## config.mk

```make
export PLATFORM = sky130hd
export DESIGN_NAME = ocdc_ctrl
export DESIGN_NICKNAME = d
export VERILOG_FILES = /design/src/hw/ocdc_ctrl.v /design/src/hw/ocdc_pin_sync.v
export VERILOG_INCLUDE_DIRS = /design/src /design/src/common
export SDC_FILE = /design/constraint.sdc
export NUM_CORES = 1
export LEC_CHECK = 0
export ABC_AREA = 1
export BUFFER_PORTS_ARGS = -buffer_cell sky130_fd_sc_hd__buf_2
export CAP_MARGIN = 30
export CORE_MARGIN = 2
export CORE_UTILIZATION = 24
export CTS_BUF_LIST = sky130_fd_sc_hd__clkbuf_4
export DETAILED_ROUTE_END_ITERATION = 12
export PLACE_DENSITY = 0.49
export SLEW_MARGIN = 40
export SYNTH_ARGS = -nofsm -noshare
export SYNTH_HDL_FRONTEND = slang
export SYNTH_HIERARCHICAL = 1
export SYNTH_SLANG_ARGS = --single-unit
export TNS_END_PERCENT = 5
```

## constraint.sdc

```tcl
create_clock -name mclk_in -period 2.9 [get_ports mclk_in]
set_input_delay 0.58 -clock mclk_in [delete_from_list [all_inputs] [get_ports mclk_in]]
set_output_delay 0.58 -clock mclk_in [all_outputs]
set_load 0.02 [all_outputs]
```

## src/common/ocdc_defs.vh

```
`ifndef OCDC_DEFS_VH
`define OCDC_DEFS_VH
// ****************************************
// Command opcodes
// ****************************************
`define OCDC_OP_WR_CTL  8'h04
`define OCDC_OP_RD_CTL  8'h05
`define OCDC_OP_WR_PC   8'h06
`define OCDC_OP_RD_PC   8'h07
`define OCDC_OP_WR_REG  8'h08
`define OCDC_OP_RD_REG  8'h09
`define OCDC_OP_WR_WPT  8'h20
`define OCDC_OP_RD_WPT  8'h21
// ****************************************
// Field positions and reset values
// ****************************************
`define OCDC_CTL_DEBUG_MODE_FLAG_BIT 7
`define OCDC_WPT_WRITE_BIT   7
`define OCDC_WPT_READ_BIT    6
`define OCDC_WPT_DMATCH_BIT  5
`define OCDC_WPT_RSVD_BIT    4
`define OCDC_CTL_RESET       8'h00
`define OCDC_WPT_RESET       8'h00
`define OCDC_PC_BLOCKED      16'hFFFF
// Flash control register page window, upper 8 address bits
`define OCDC_FLASH_PAGE      8'hFF
`define OCDC_FLASH_LO_BASE   4'h8
`endif

```

## src/hw/ocdc_ctrl.v

```verilog
`timescale 1ns/1ps
`include "ocdc_defs.vh"
// Behaviour
// - In debug mode, halt CPU fetch except for controller-directed instructions.
// - Debug mode never gates system clock or peripherals.
// - Entering debug mode forces the core out of halt.
// - While in debug mode, refresh the watchdog continuously when enabled.
// - Host writing debug-mode bit as 1 enters debug mode.
// - Breakpoint instruction enters debug mode when breakpoints are enabled.
// - A matching watchpoint enters debug mode.
// - Debug pin low when reset releases enters debug mode.
// - Clearing the debug-mode bit leaves debug mode.
// - Opcode 04H plus one byte loads the control register.
// - Under read protection the debug-mode bit can be set, never cleared.
// - Opcode 05H returns the control register value.
// - Opcode 06H takes PC high, low; dropped outside debug or protected.
// - Opcode 07H returns PC high, low, or FFFFH when blocked.
// - Opcode 08H: address high nibble, address low, size, data; size 0 is 256.
// - Register writes outside debug mode are discarded.
// - Under read protection only flash control register writes pass.
// - Opcode 09H returns 1 to 256 register bytes per size.
// - Watch bit 7 breaks on writes to watched address; not settable protected.
// - Watch bit 6 breaks on reads of watched address; not settable protected.
// - Watch bit 5 adds data match; needs read or write enable.
// - Watch address is bits 3:0 of watch control plus low register; bit 4 zero.
module ocdc_ctrl (
  // Clock and reset
  input  wire        mclk_in,
  input  wire        rst_in,
  // Serial byte link (from the receiver and transmitter)
  input  wire        rx_valid_in,
  input  wire [7:0]  rx_data_in,
  output reg         tx_valid_out,
  output reg  [7:0]  tx_data_out,
  input  wire        tx_ready_in,
  // Pins and option bits
  input  wire        debug_serial_pin_in,
  input  wire        read_protect_flag_in,
  input  wire        brk_enable_in,
  input  wire        wdt_enable_in,
  // Core side
  input  wire        breakpoint_opcode_in,
  input  wire [15:0] cpu_pc_in,
  output reg         pc_load_out,
  output reg  [15:0] pc_data_out,
  output wire        fetch_stop_out,
  output wire        halt_exit_out,
  output wire        wdt_refresh_out,
  output wire        clock_gate_out,
  output wire        debug_mode_flag_out,
  // Register file access from the core, watched for breaks
  input  wire        rf_cpu_wr_in,
  input  wire        rf_cpu_rd_in,
  input  wire [11:0] rf_cpu_addr_in,
  input  wire [7:0]  rf_cpu_data_in,
  // Register file port of the debugger
  output reg         rf_wr_out,
  output reg         rf_rd_out,
  output reg  [11:0] rf_addr_out,
  output reg  [7:0]  rf_wdata_out,
  input  wire [7:0]  rf_rdata_in,
  // Watch data value, from the watch data register of the core
  input  wire [7:0]  watch_data_in
);
  // ****************************************
  // Command sequencer states
  // ****************************************
  localparam ST_IDLE  = 4'h0;
  localparam ST_ARG1  = 4'h1;
  localparam ST_ARG2  = 4'h2;
  localparam ST_ARG3  = 4'h3;
  localparam ST_DATA  = 4'h4;
  localparam ST_SEND1 = 4'h5;
  localparam ST_SEND2 = 4'h6;
  localparam ST_RDREQ = 4'h7;
  localparam ST_RDSND = 4'h8;
  localparam [15:0] PC_BLOCKED = `OCDC_PC_BLOCKED;

  reg  [3:0]  state_r;
  reg  [7:0]  op_r;
  reg  [7:0]  debugger_control_reg_r;
  reg  [7:0]  watch_control_reg_r;
  reg  [7:0]  watch_addr_low_reg_r;
  reg  [7:0]  arg_r;
  reg  [11:0] addr_r;
  reg  [8:0]  count_r;
  reg  [7:0]  hold_r;
  reg  [2:0]  strap_win_r;
  wire        dbg_pin_sync;
  wire        debug_mode_flag;
  wire        protect;
  wire [11:0] watch_addr;
  wire        watch_hit;

  // ****************************************
  // Pin synchroniser
  // ****************************************
  ocdc_pin_sync #(
    .RESET_VAL (1'b1)
  ) u_pin_sync (
    .mclk_in  (mclk_in),
    .rst_in   (rst_in),
    .pin_in   (debug_serial_pin_in),
    .sync_out (dbg_pin_sync)
  );

  assign debug_mode_flag     = debugger_control_reg_r[`OCDC_CTL_DEBUG_MODE_FLAG_BIT];
  assign protect             = read_protect_flag_in;
  assign debug_mode_flag_out = debug_mode_flag;
  assign fetch_stop_out      = debug_mode_flag;
  assign clock_gate_out      = 1'b0;
  assign halt_exit_out       = debug_mode_flag;
  assign wdt_refresh_out     = debug_mode_flag & wdt_enable_in;

  // Watched address is the nibble field plus the low register
  assign watch_addr = {watch_control_reg_r[3:0], watch_addr_low_reg_r};

  // Data match only qualifies an enabled read or write break
  function data_ok;
    input [7:0] d;
    begin
      data_ok = ~watch_control_reg_r[`OCDC_WPT_DMATCH_BIT] | (d == watch_data_in);
    end
  endfunction

  assign watch_hit = (rf_cpu_addr_in == watch_addr) & data_ok(rf_cpu_data_in) &
    ((rf_cpu_wr_in & watch_control_reg_r[`OCDC_WPT_WRITE_BIT]) |
     (rf_cpu_rd_in & watch_control_reg_r[`OCDC_WPT_READ_BIT]));

  // Flash control registers sit at the top of the peripheral page
  function flash_reg;
    input [11:0] a;
    begin
      flash_reg = (a[11:4] == `OCDC_FLASH_PAGE) & (a[3:0] >= `OCDC_FLASH_LO_BASE);
    end
  endfunction

  // Clears the control bits that protection forbids setting
  function [7:0] wpt_filter;
    input [7:0] v;
    begin
      wpt_filter = v;
      wpt_filter[`OCDC_WPT_RSVD_BIT] = 1'b0;
      if (protect) begin
        wpt_filter[7:5] = 3'h0;
      end
    end
  endfunction

  // ****************************************
  // Debug mode and entry sources
  // ****************************************
  // Pin strap is judged three clocks after release, once both sync flops hold
  // the level seen at release; their reset value must never count as a strap
  always @(posedge mclk_in) begin
    if (rst_in) begin
      strap_win_r            <= 3'h1;
      debugger_control_reg_r <= `OCDC_CTL_RESET;
    end else begin
      strap_win_r <= {strap_win_r[1:0], 1'b0};
      if (state_r == ST_ARG1 && rx_valid_in && op_r == `OCDC_OP_WR_CTL) begin
        debugger_control_reg_r <= rx_data_in;
        if (protect && debug_mode_flag) begin
          debugger_control_reg_r[`OCDC_CTL_DEBUG_MODE_FLAG_BIT] <= 1'b1;
        end
      end
      // Hardware entries win over a same-cycle host clear
      if ((strap_win_r[2] && !dbg_pin_sync) ||
          (breakpoint_opcode_in && brk_enable_in) ||
          watch_hit) begin
        debugger_control_reg_r[`OCDC_CTL_DEBUG_MODE_FLAG_BIT] <= 1'b1;
      end
    end
  end

  // ****************************************
  // Command sequencer
  // ****************************************
  // One command at a time; bytes arriving during replies are ignored
  always @(posedge mclk_in) begin
    if (rst_in) begin
      state_r              <= ST_IDLE;
      op_r                 <= 8'h00;
      arg_r                <= 8'h00;
      addr_r               <= 12'h000;
      count_r              <= 9'h000;
      hold_r               <= 8'h00;
      tx_valid_out         <= 1'b0;
      tx_data_out          <= 8'h00;
      pc_load_out          <= 1'b0;
      pc_data_out          <= 16'h0000;
      rf_wr_out            <= 1'b0;
      rf_rd_out            <= 1'b0;
      rf_addr_out          <= 12'h000;
      rf_wdata_out         <= 8'h00;
      watch_control_reg_r  <= `OCDC_WPT_RESET;
      watch_addr_low_reg_r <= 8'h00;
    end else begin
      pc_load_out <= 1'b0;
      rf_wr_out   <= 1'b0;
      rf_rd_out   <= 1'b0;
      if (tx_valid_out && tx_ready_in) begin
        tx_valid_out <= 1'b0;
      end
      case (state_r)
        ST_IDLE: begin
          if (rx_valid_in) begin
            op_r <= rx_data_in;
            case (rx_data_in)
              `OCDC_OP_WR_CTL, `OCDC_OP_WR_PC, `OCDC_OP_WR_REG,
              `OCDC_OP_RD_REG, `OCDC_OP_WR_WPT: begin
                state_r <= ST_ARG1;
              end
              `OCDC_OP_RD_CTL: begin
                tx_valid_out <= 1'b1;
                tx_data_out  <= debugger_control_reg_r;
                state_r      <= ST_SEND2;
              end
              `OCDC_OP_RD_PC: begin
                tx_valid_out <= 1'b1;
                if (!debug_mode_flag || protect) begin
                  tx_data_out <= PC_BLOCKED[15:8];
                  hold_r      <= PC_BLOCKED[7:0];
                end else begin
                  tx_data_out <= cpu_pc_in[15:8];
                  hold_r      <= cpu_pc_in[7:0];
                end
                state_r <= ST_SEND1;
              end
              `OCDC_OP_RD_WPT: begin
                tx_valid_out <= 1'b1;
                tx_data_out  <= watch_control_reg_r;
                hold_r       <= watch_addr_low_reg_r;
                state_r      <= ST_SEND1;
              end
              default: begin
                state_r <= ST_IDLE;
              end
            endcase
          end
        end
        ST_ARG1: begin
          if (rx_valid_in) begin
            arg_r   <= rx_data_in;
            state_r <= (op_r == `OCDC_OP_WR_CTL) ? ST_IDLE : ST_ARG2;
          end
        end
        ST_ARG2: begin
          if (rx_valid_in) begin
            if (op_r == `OCDC_OP_WR_PC) begin
              pc_data_out <= {arg_r, rx_data_in};
              pc_load_out <= debug_mode_flag & ~protect;
              state_r     <= ST_IDLE;
            end else if (op_r == `OCDC_OP_WR_WPT) begin
              watch_control_reg_r  <= wpt_filter(arg_r);
              watch_addr_low_reg_r <= rx_data_in;
              state_r              <= ST_IDLE;
            end else begin
              addr_r  <= {arg_r[3:0], rx_data_in};
              state_r <= ST_ARG3;
            end
          end
        end
        ST_ARG3: begin
          if (rx_valid_in) begin
            count_r <= (rx_data_in == 8'h00) ? 9'h100 : {1'b0, rx_data_in};
            state_r <= (op_r == `OCDC_OP_WR_REG) ? ST_DATA : ST_RDREQ;
          end
        end
        ST_DATA: begin
          if (rx_valid_in) begin
            rf_addr_out  <= addr_r;
            rf_wdata_out <= rx_data_in;
            rf_wr_out    <= debug_mode_flag &
                            (~protect | flash_reg(addr_r));
            addr_r       <= addr_r + 12'h001;
            count_r      <= count_r - 9'h001;
            if (count_r == 9'h001) begin
              state_r <= ST_IDLE;
            end
          end
        end
        ST_RDREQ: begin
          // Read data is taken one cycle after the strobe
          rf_addr_out <= addr_r;
          rf_rd_out   <= 1'b1;
          state_r     <= ST_RDSND;
        end
        ST_RDSND: begin
          if (!rf_rd_out && (!tx_valid_out || tx_ready_in)) begin
            tx_valid_out <= 1'b1;
            tx_data_out  <= rf_rdata_in;
            addr_r       <= addr_r + 12'h001;
            count_r      <= count_r - 9'h001;
            state_r      <= (count_r == 9'h001) ? ST_SEND2 : ST_RDREQ;
          end
        end
        ST_SEND1: begin
          if (tx_ready_in) begin
            tx_valid_out <= 1'b1;
            tx_data_out  <= hold_r;
            state_r      <= ST_SEND2;
          end
        end
        ST_SEND2: begin
          if (tx_ready_in) begin
            state_r <= ST_IDLE;
          end
        end
        default: begin
          state_r <= ST_IDLE;
        end
      endcase
    end
  end
endmodule // ocdc_ctrl

```

## src/hw/ocdc_pin_sync.v

```verilog
`timescale 1ns/1ps
// ****************************************
// Two-stage pin synchroniser
// ****************************************
module ocdc_pin_sync #(
  parameter RESET_VAL = 1'b1
) (
  // Clock and reset
  input  wire mclk_in,
  input  wire rst_in,
  // Pin and synchronised level
  input  wire pin_in,
  output wire sync_out
);
  reg meta_r;
  reg sync_r;
  always @(posedge mclk_in) begin
    if (rst_in) begin
      meta_r <= RESET_VAL;
      sync_r <= RESET_VAL;
    end else begin
      meta_r <= pin_in;
      sync_r <= meta_r;
    end
  end
  assign sync_out = sync_r;
endmodule // ocdc_pin_sync

```

==> out/summary.txt <==
STATUS
----------------------------------------------------------------------------------
Status .............................................................. finished clean

CLOCKING
----------------------------------------------------------------------------------
Post-CTS setup buffer count .........................................            0
Number of H-tree branching levels ...................................            4
Clock Path Buffers ..................................................            2
Number of resized instances in the post-cts repair step .............            0
Number of clock sinks ...............................................          125
Worst-Skew Late Latency .............................................      0.55 ns
Cts-stage hold buffer count .........................................            0
Cell chosen for the clock root ...................................... sky130_fd_sc_hd__clkbuf_4
CTS tree ............................................................        built
Clk pin slew, worst setup/hold paths ................................      0.12 ns
TritonCTS buffer count ..............................................           17

FLOORPLAN
----------------------------------------------------------------------------------
Number of cell rows .................................................           58
Area enclosed by the die boundary ...................................  27100 sq um
Die X-Extent ........................................................       165 um
Area of the core region .............................................  25300 sq um
Top-level I/O count .................................................          124
Effective utilization at floorplan ..................................        24.6%
Die Ht ..............................................................       165 um

STA
----------------------------------------------------------------------------------
Share of the clock period used by the worst path after layout .......        70.0%
Max-slew violation total from the final report ......................            0
Worst-Margin Slew ...................................................     0.703 ns
Clock Skews .........................................................    0.0201 ns
Final Hold Violating Endpoints ......................................            0
Highest achievable clock rate .......................................      492 MHz
Crit path time final ................................................      2.03 ns
Tightest slew margin relative to the limit ..........................        53.0%
RSZ-0062 raised after global routing ................................        false
Setup TNS Final .....................................................         0 ns
Final setup violation count .........................................            0

GLOBAL ROUTING
----------------------------------------------------------------------------------
First-pass GRT wire length ..........................................     31500 um
GR Layer Usage met1 .................................................        22.5%
Vias in the first global route ......................................         5598
Most heavily used metal layer in global routing .....................         met1
Met3 global-route usage .............................................        3.39%
Antenna violations before repair ....................................            1
Pin count of the biggest net entering global routing ................           51
Overall routing resource usage ......................................        15.1%
Total overflow reported by the global router ........................            0
GR Util met2 ........................................................        22.0%

HOLD PATH
----------------------------------------------------------------------------------
Hold WC Path Type ...................................................       in2reg

POWER AND IR DROP
----------------------------------------------------------------------------------
Share of power burned in registers ..................................        51.9%
Max rail drop VDD ...................................................   0.000187 V
Net switching share of the total power ..............................        28.0%
Total leakage power .................................................      3.39 nW
P per Cell Area .....................................................  458 nW/um^2
Internal ............................................................      2.44 mW
Total power draw ....................................................      3.38 mW
Switching pwr .......................................................       946 uW
Clock share of power ................................................        39.4%
Logic gate share of total power .....................................         8.8%

ROUTING
----------------------------------------------------------------------------------
Via count ...........................................................         6178
Remaining number of nets flagged by the antenna check after routing .            0
Detailed-route vias per instance ....................................         4.48
First drt pass iteration count ......................................            6
DRC errors left .....................................................            0
Iteration-0 DRC Markers .............................................          509
WL/cell .............................................................      14.7 um
Detailed-route wire length ..........................................     20200 um

SETUP PATH
----------------------------------------------------------------------------------
Slowest library cell on the worst path .............................. sky130_fd_sc_hd__nand2_1
Capturing element type of the critical path .........................    flip-flop
WP data required ....................................................      3.33 ns
Highest cell delay on the worst timing path .........................      0.42 ns
CP Launch Type ......................................................    flip-flop
Worst Setup Path Type ...............................................      reg2reg
Critical path cell sequence ......................................... nor2_2, inv_1, nor2_2, nand2_1, nor2_4, inv_2, o21ai_0, a21oi_1
Top cell by count, worst path ....................................... sky130_fd_sc_hd__nor2_2
Largest fanout on the critical path .................................           16
Endpoint arrival time on the critical path ..........................      2.46 ns

SYNTHESIS
----------------------------------------------------------------------------------
Unique cell type count in the Yosys netlist .........................           35
#FFs+latches synth ..................................................          125
Mapped Nets .........................................................          997
Post-Synthesis Mean Instance Area ...................................   6.73 sq um
Synth warnings ......................................................            6
Sequential element share of the synthesized area ....................        40.3%
Post-synthesis instance area ........................................   6200 sq um
Post-Synthesis Cells ................................................          922

PLACED DESIGN
----------------------------------------------------------------------------------
Gp weighted congestion ..............................................        0.833
IO buf count ........................................................          122
Half-perimeter wire length after placement ..........................     14800 um

CELLS AND AREA
----------------------------------------------------------------------------------
Share of post-route cells with drive strength above 1 ...............        18.1%
Top library cells by usage in the layout, fill and taps aside ....... sky130_fd_sc_hd__nand2_1, sky130_fd_sc_hd__o21ai_0, sky130_fd_sc_hd__dfxtp_1
Multi-input gate area in the final layout ...........................   3060 sq um
Number of nets in the layout ........................................         1109
Commonest non-fill, non-tap cell in the layout ...................... sky130_fd_sc_hd__nand2_1
# fillers ...........................................................         2856
FF+latch area .......................................................   2500 sq um
Synthesis-to-layout area growth .....................................        19.0%

FLOW RUN
----------------------------------------------------------------------------------
Count of maximum capacitance violations .............................            0

==> sequential cells by signal (all words and copies together) (netlist names), 3 cells and up <==
name and flops:
rf_addr_out 12, arg_r 8, debugger_control_reg_r 8, strap_win_r 3, pc_data_out 16, rf_wdata_out 8
op_r 8, count_r 9, addr_r 12, state_r 4, watch_addr_low_reg_r 8, hold_r 8
watch_control_reg_r 7, tx_data_out 8
==> metal layers <==
metal | vias to the layer above | part of all wire [%]
met5 | - | 0
met4 | 0 | 0.60
met3 | 8 | 5.9
met2 | 174 | 42
met1 | 2789 | 52
li1 | 3207 | -
==> synthesized netlist by cell type <==
master,count,area (sq um)
sky130_fd_sc_hd__nor3_4,1,16.3
sky130_fd_sc_hd__a21oi_4,1,16.3
sky130_fd_sc_hd__nor2_4,3,33.8
sky130_fd_sc_hd__xor2_1,8,70.1
sky130_fd_sc_hd__nand3_2,2,20.0
sky130_fd_sc_hd__clkbuf_1,15,56.3
sky130_fd_sc_hd__o22ai_1,3,18.8
sky130_fd_sc_hd__conb_1,1,3.75
sky130_fd_sc_hd__inv_4,1,6.26
sky130_fd_sc_hd__nor2_1,111,417
sky130_fd_sc_hd__nor3_2,1,10.0
sky130_fd_sc_hd__nor3_1,6,30.0
sky130_fd_sc_hd__buf_4,10,75.1
sky130_fd_sc_hd__nand3_1,42,210
sky130_fd_sc_hd__a21oi_1,98,490
sky130_fd_sc_hd__nand4_1,6,37.5
sky130_fd_sc_hd__a22o_1,4,35.0
sky130_fd_sc_hd__o21ai_0,127,636
sky130_fd_sc_hd__nor2_2,5,31.3
sky130_fd_sc_hd__clkinv_1,2,7.51
sky130_fd_sc_hd__ha_1,4,50.1
sky130_fd_sc_hd__dfxtp_1,125,2500
sky130_fd_sc_hd__inv_1,105,394
sky130_fd_sc_hd__nand2_4,1,11.3
sky130_fd_sc_hd__nand2_1,195,732
sky130_fd_sc_hd__o21ai_1,1,5.00
sky130_fd_sc_hd__a211oi_1,6,45.0
sky130_fd_sc_hd__or2_2,2,12.5
sky130_fd_sc_hd__buf_2,10,50.1
sky130_fd_sc_hd__inv_2,5,18.8
sky130_fd_sc_hd__xnor2_1,5,43.8
sky130_fd_sc_hd__o21a_1,1,7.51
sky130_fd_sc_hd__nand2_2,7,43.8
sky130_fd_sc_hd__buf_6,3,33.8
sky130_fd_sc_hd__a31oi_1,5,31.3
==> worst paths after layout <==
| path | startpoint | endpoint | slack, ns | depth (start not counted) |
|---|---|---|---|---|
| worst min register to register | strap_win_r[0]$_DFF_P_ | strap_win_r[1]$_SDFF_PP0_ | 0.40 | 2 |
| worst max-delay path | state_r[2]$_SDFFE_PP0P_ | hold_r[4]$_SDFFE_PP0P_ | 0.87 | 8 |
| worst min-delay path | debug_serial_pin_in | u_pin_sync/meta_r$_SDFF_PP1_ | 0.19 | 3 |
| worst max register to register | state_r[2]$_SDFFE_PP0P_ | hold_r[4]$_SDFFE_PP0P_ | 0.87 | 8 |
==> cells by family (layout without fill, tap and decap cells) <==
logic type                 Yosys count  count (layout)  share of synthesized area [%]
AOI/OAI and AO/OA                  246             246                           20.7
other                                1               3                         0.0605
xor gates and xnor gates            13              13                           1.84
adders and majority gates            4               4                          0.807
and+or+nand+nor                    382             382                           25.9
buffers and inverters              151             276                           10.3
DFF                                125             125                           40.3
==> through the flow <==
step | util, % | instance area [sq um] | setup slack (ns) | hold WS (ns) | std cells
5_1_grt | 29.2 | 7380 | 0.591 | 0.151 | 1379
3_3_place_gp | 28.0 | 7080 | 0.603 | 0.390 | 1345
6_report | 29.2 | 7380 | 0.870 | 0.195 | 1379
4_1_cts | 29.2 | 7380 | 0.854 | 0.154 | 1377
3_5_place_dp | 28.0 | 7080 | 0.523 | 0.396 | 1345
2_1_floorplan | - | 6200 | 1.14 | 0.387 | 922
==> worst max-delay path, delay by kind of cell (launching register included) <==
family,cells,cell delay [ns]
and+or+nand+nor,4,1.16
DFF,1,0.37
AOI/OAI and AO/OA,2,0.21
buffers and inverters,2,0.19
==> final cells by class <==
class / instances / share of cell area [%]
flip-flops and latches: 125 / 33.9
diodes: 2 / 0.0678
inverters: 113 / 5.78
well taps: 330 / 5.59
multi-input cells: 646 / 41.4
clock inverters: 15 / 2.31
clock buffers: 17 / 1.73
repair buffers: 131 / 9.19
==> power by group through the flow <==
stage               logic, mW  registers [mW]  clock network (mW)
floorplan               0.163            1.80                   0
global placement        0.297            1.79                   0
detailed placement      0.296            1.79                   0
CTS                     0.297            1.75                1.36
global route            0.334            1.76                1.45
finish                  0.297            1.75                1.33
Note: power is estimated with default switching activity, not from simulation.
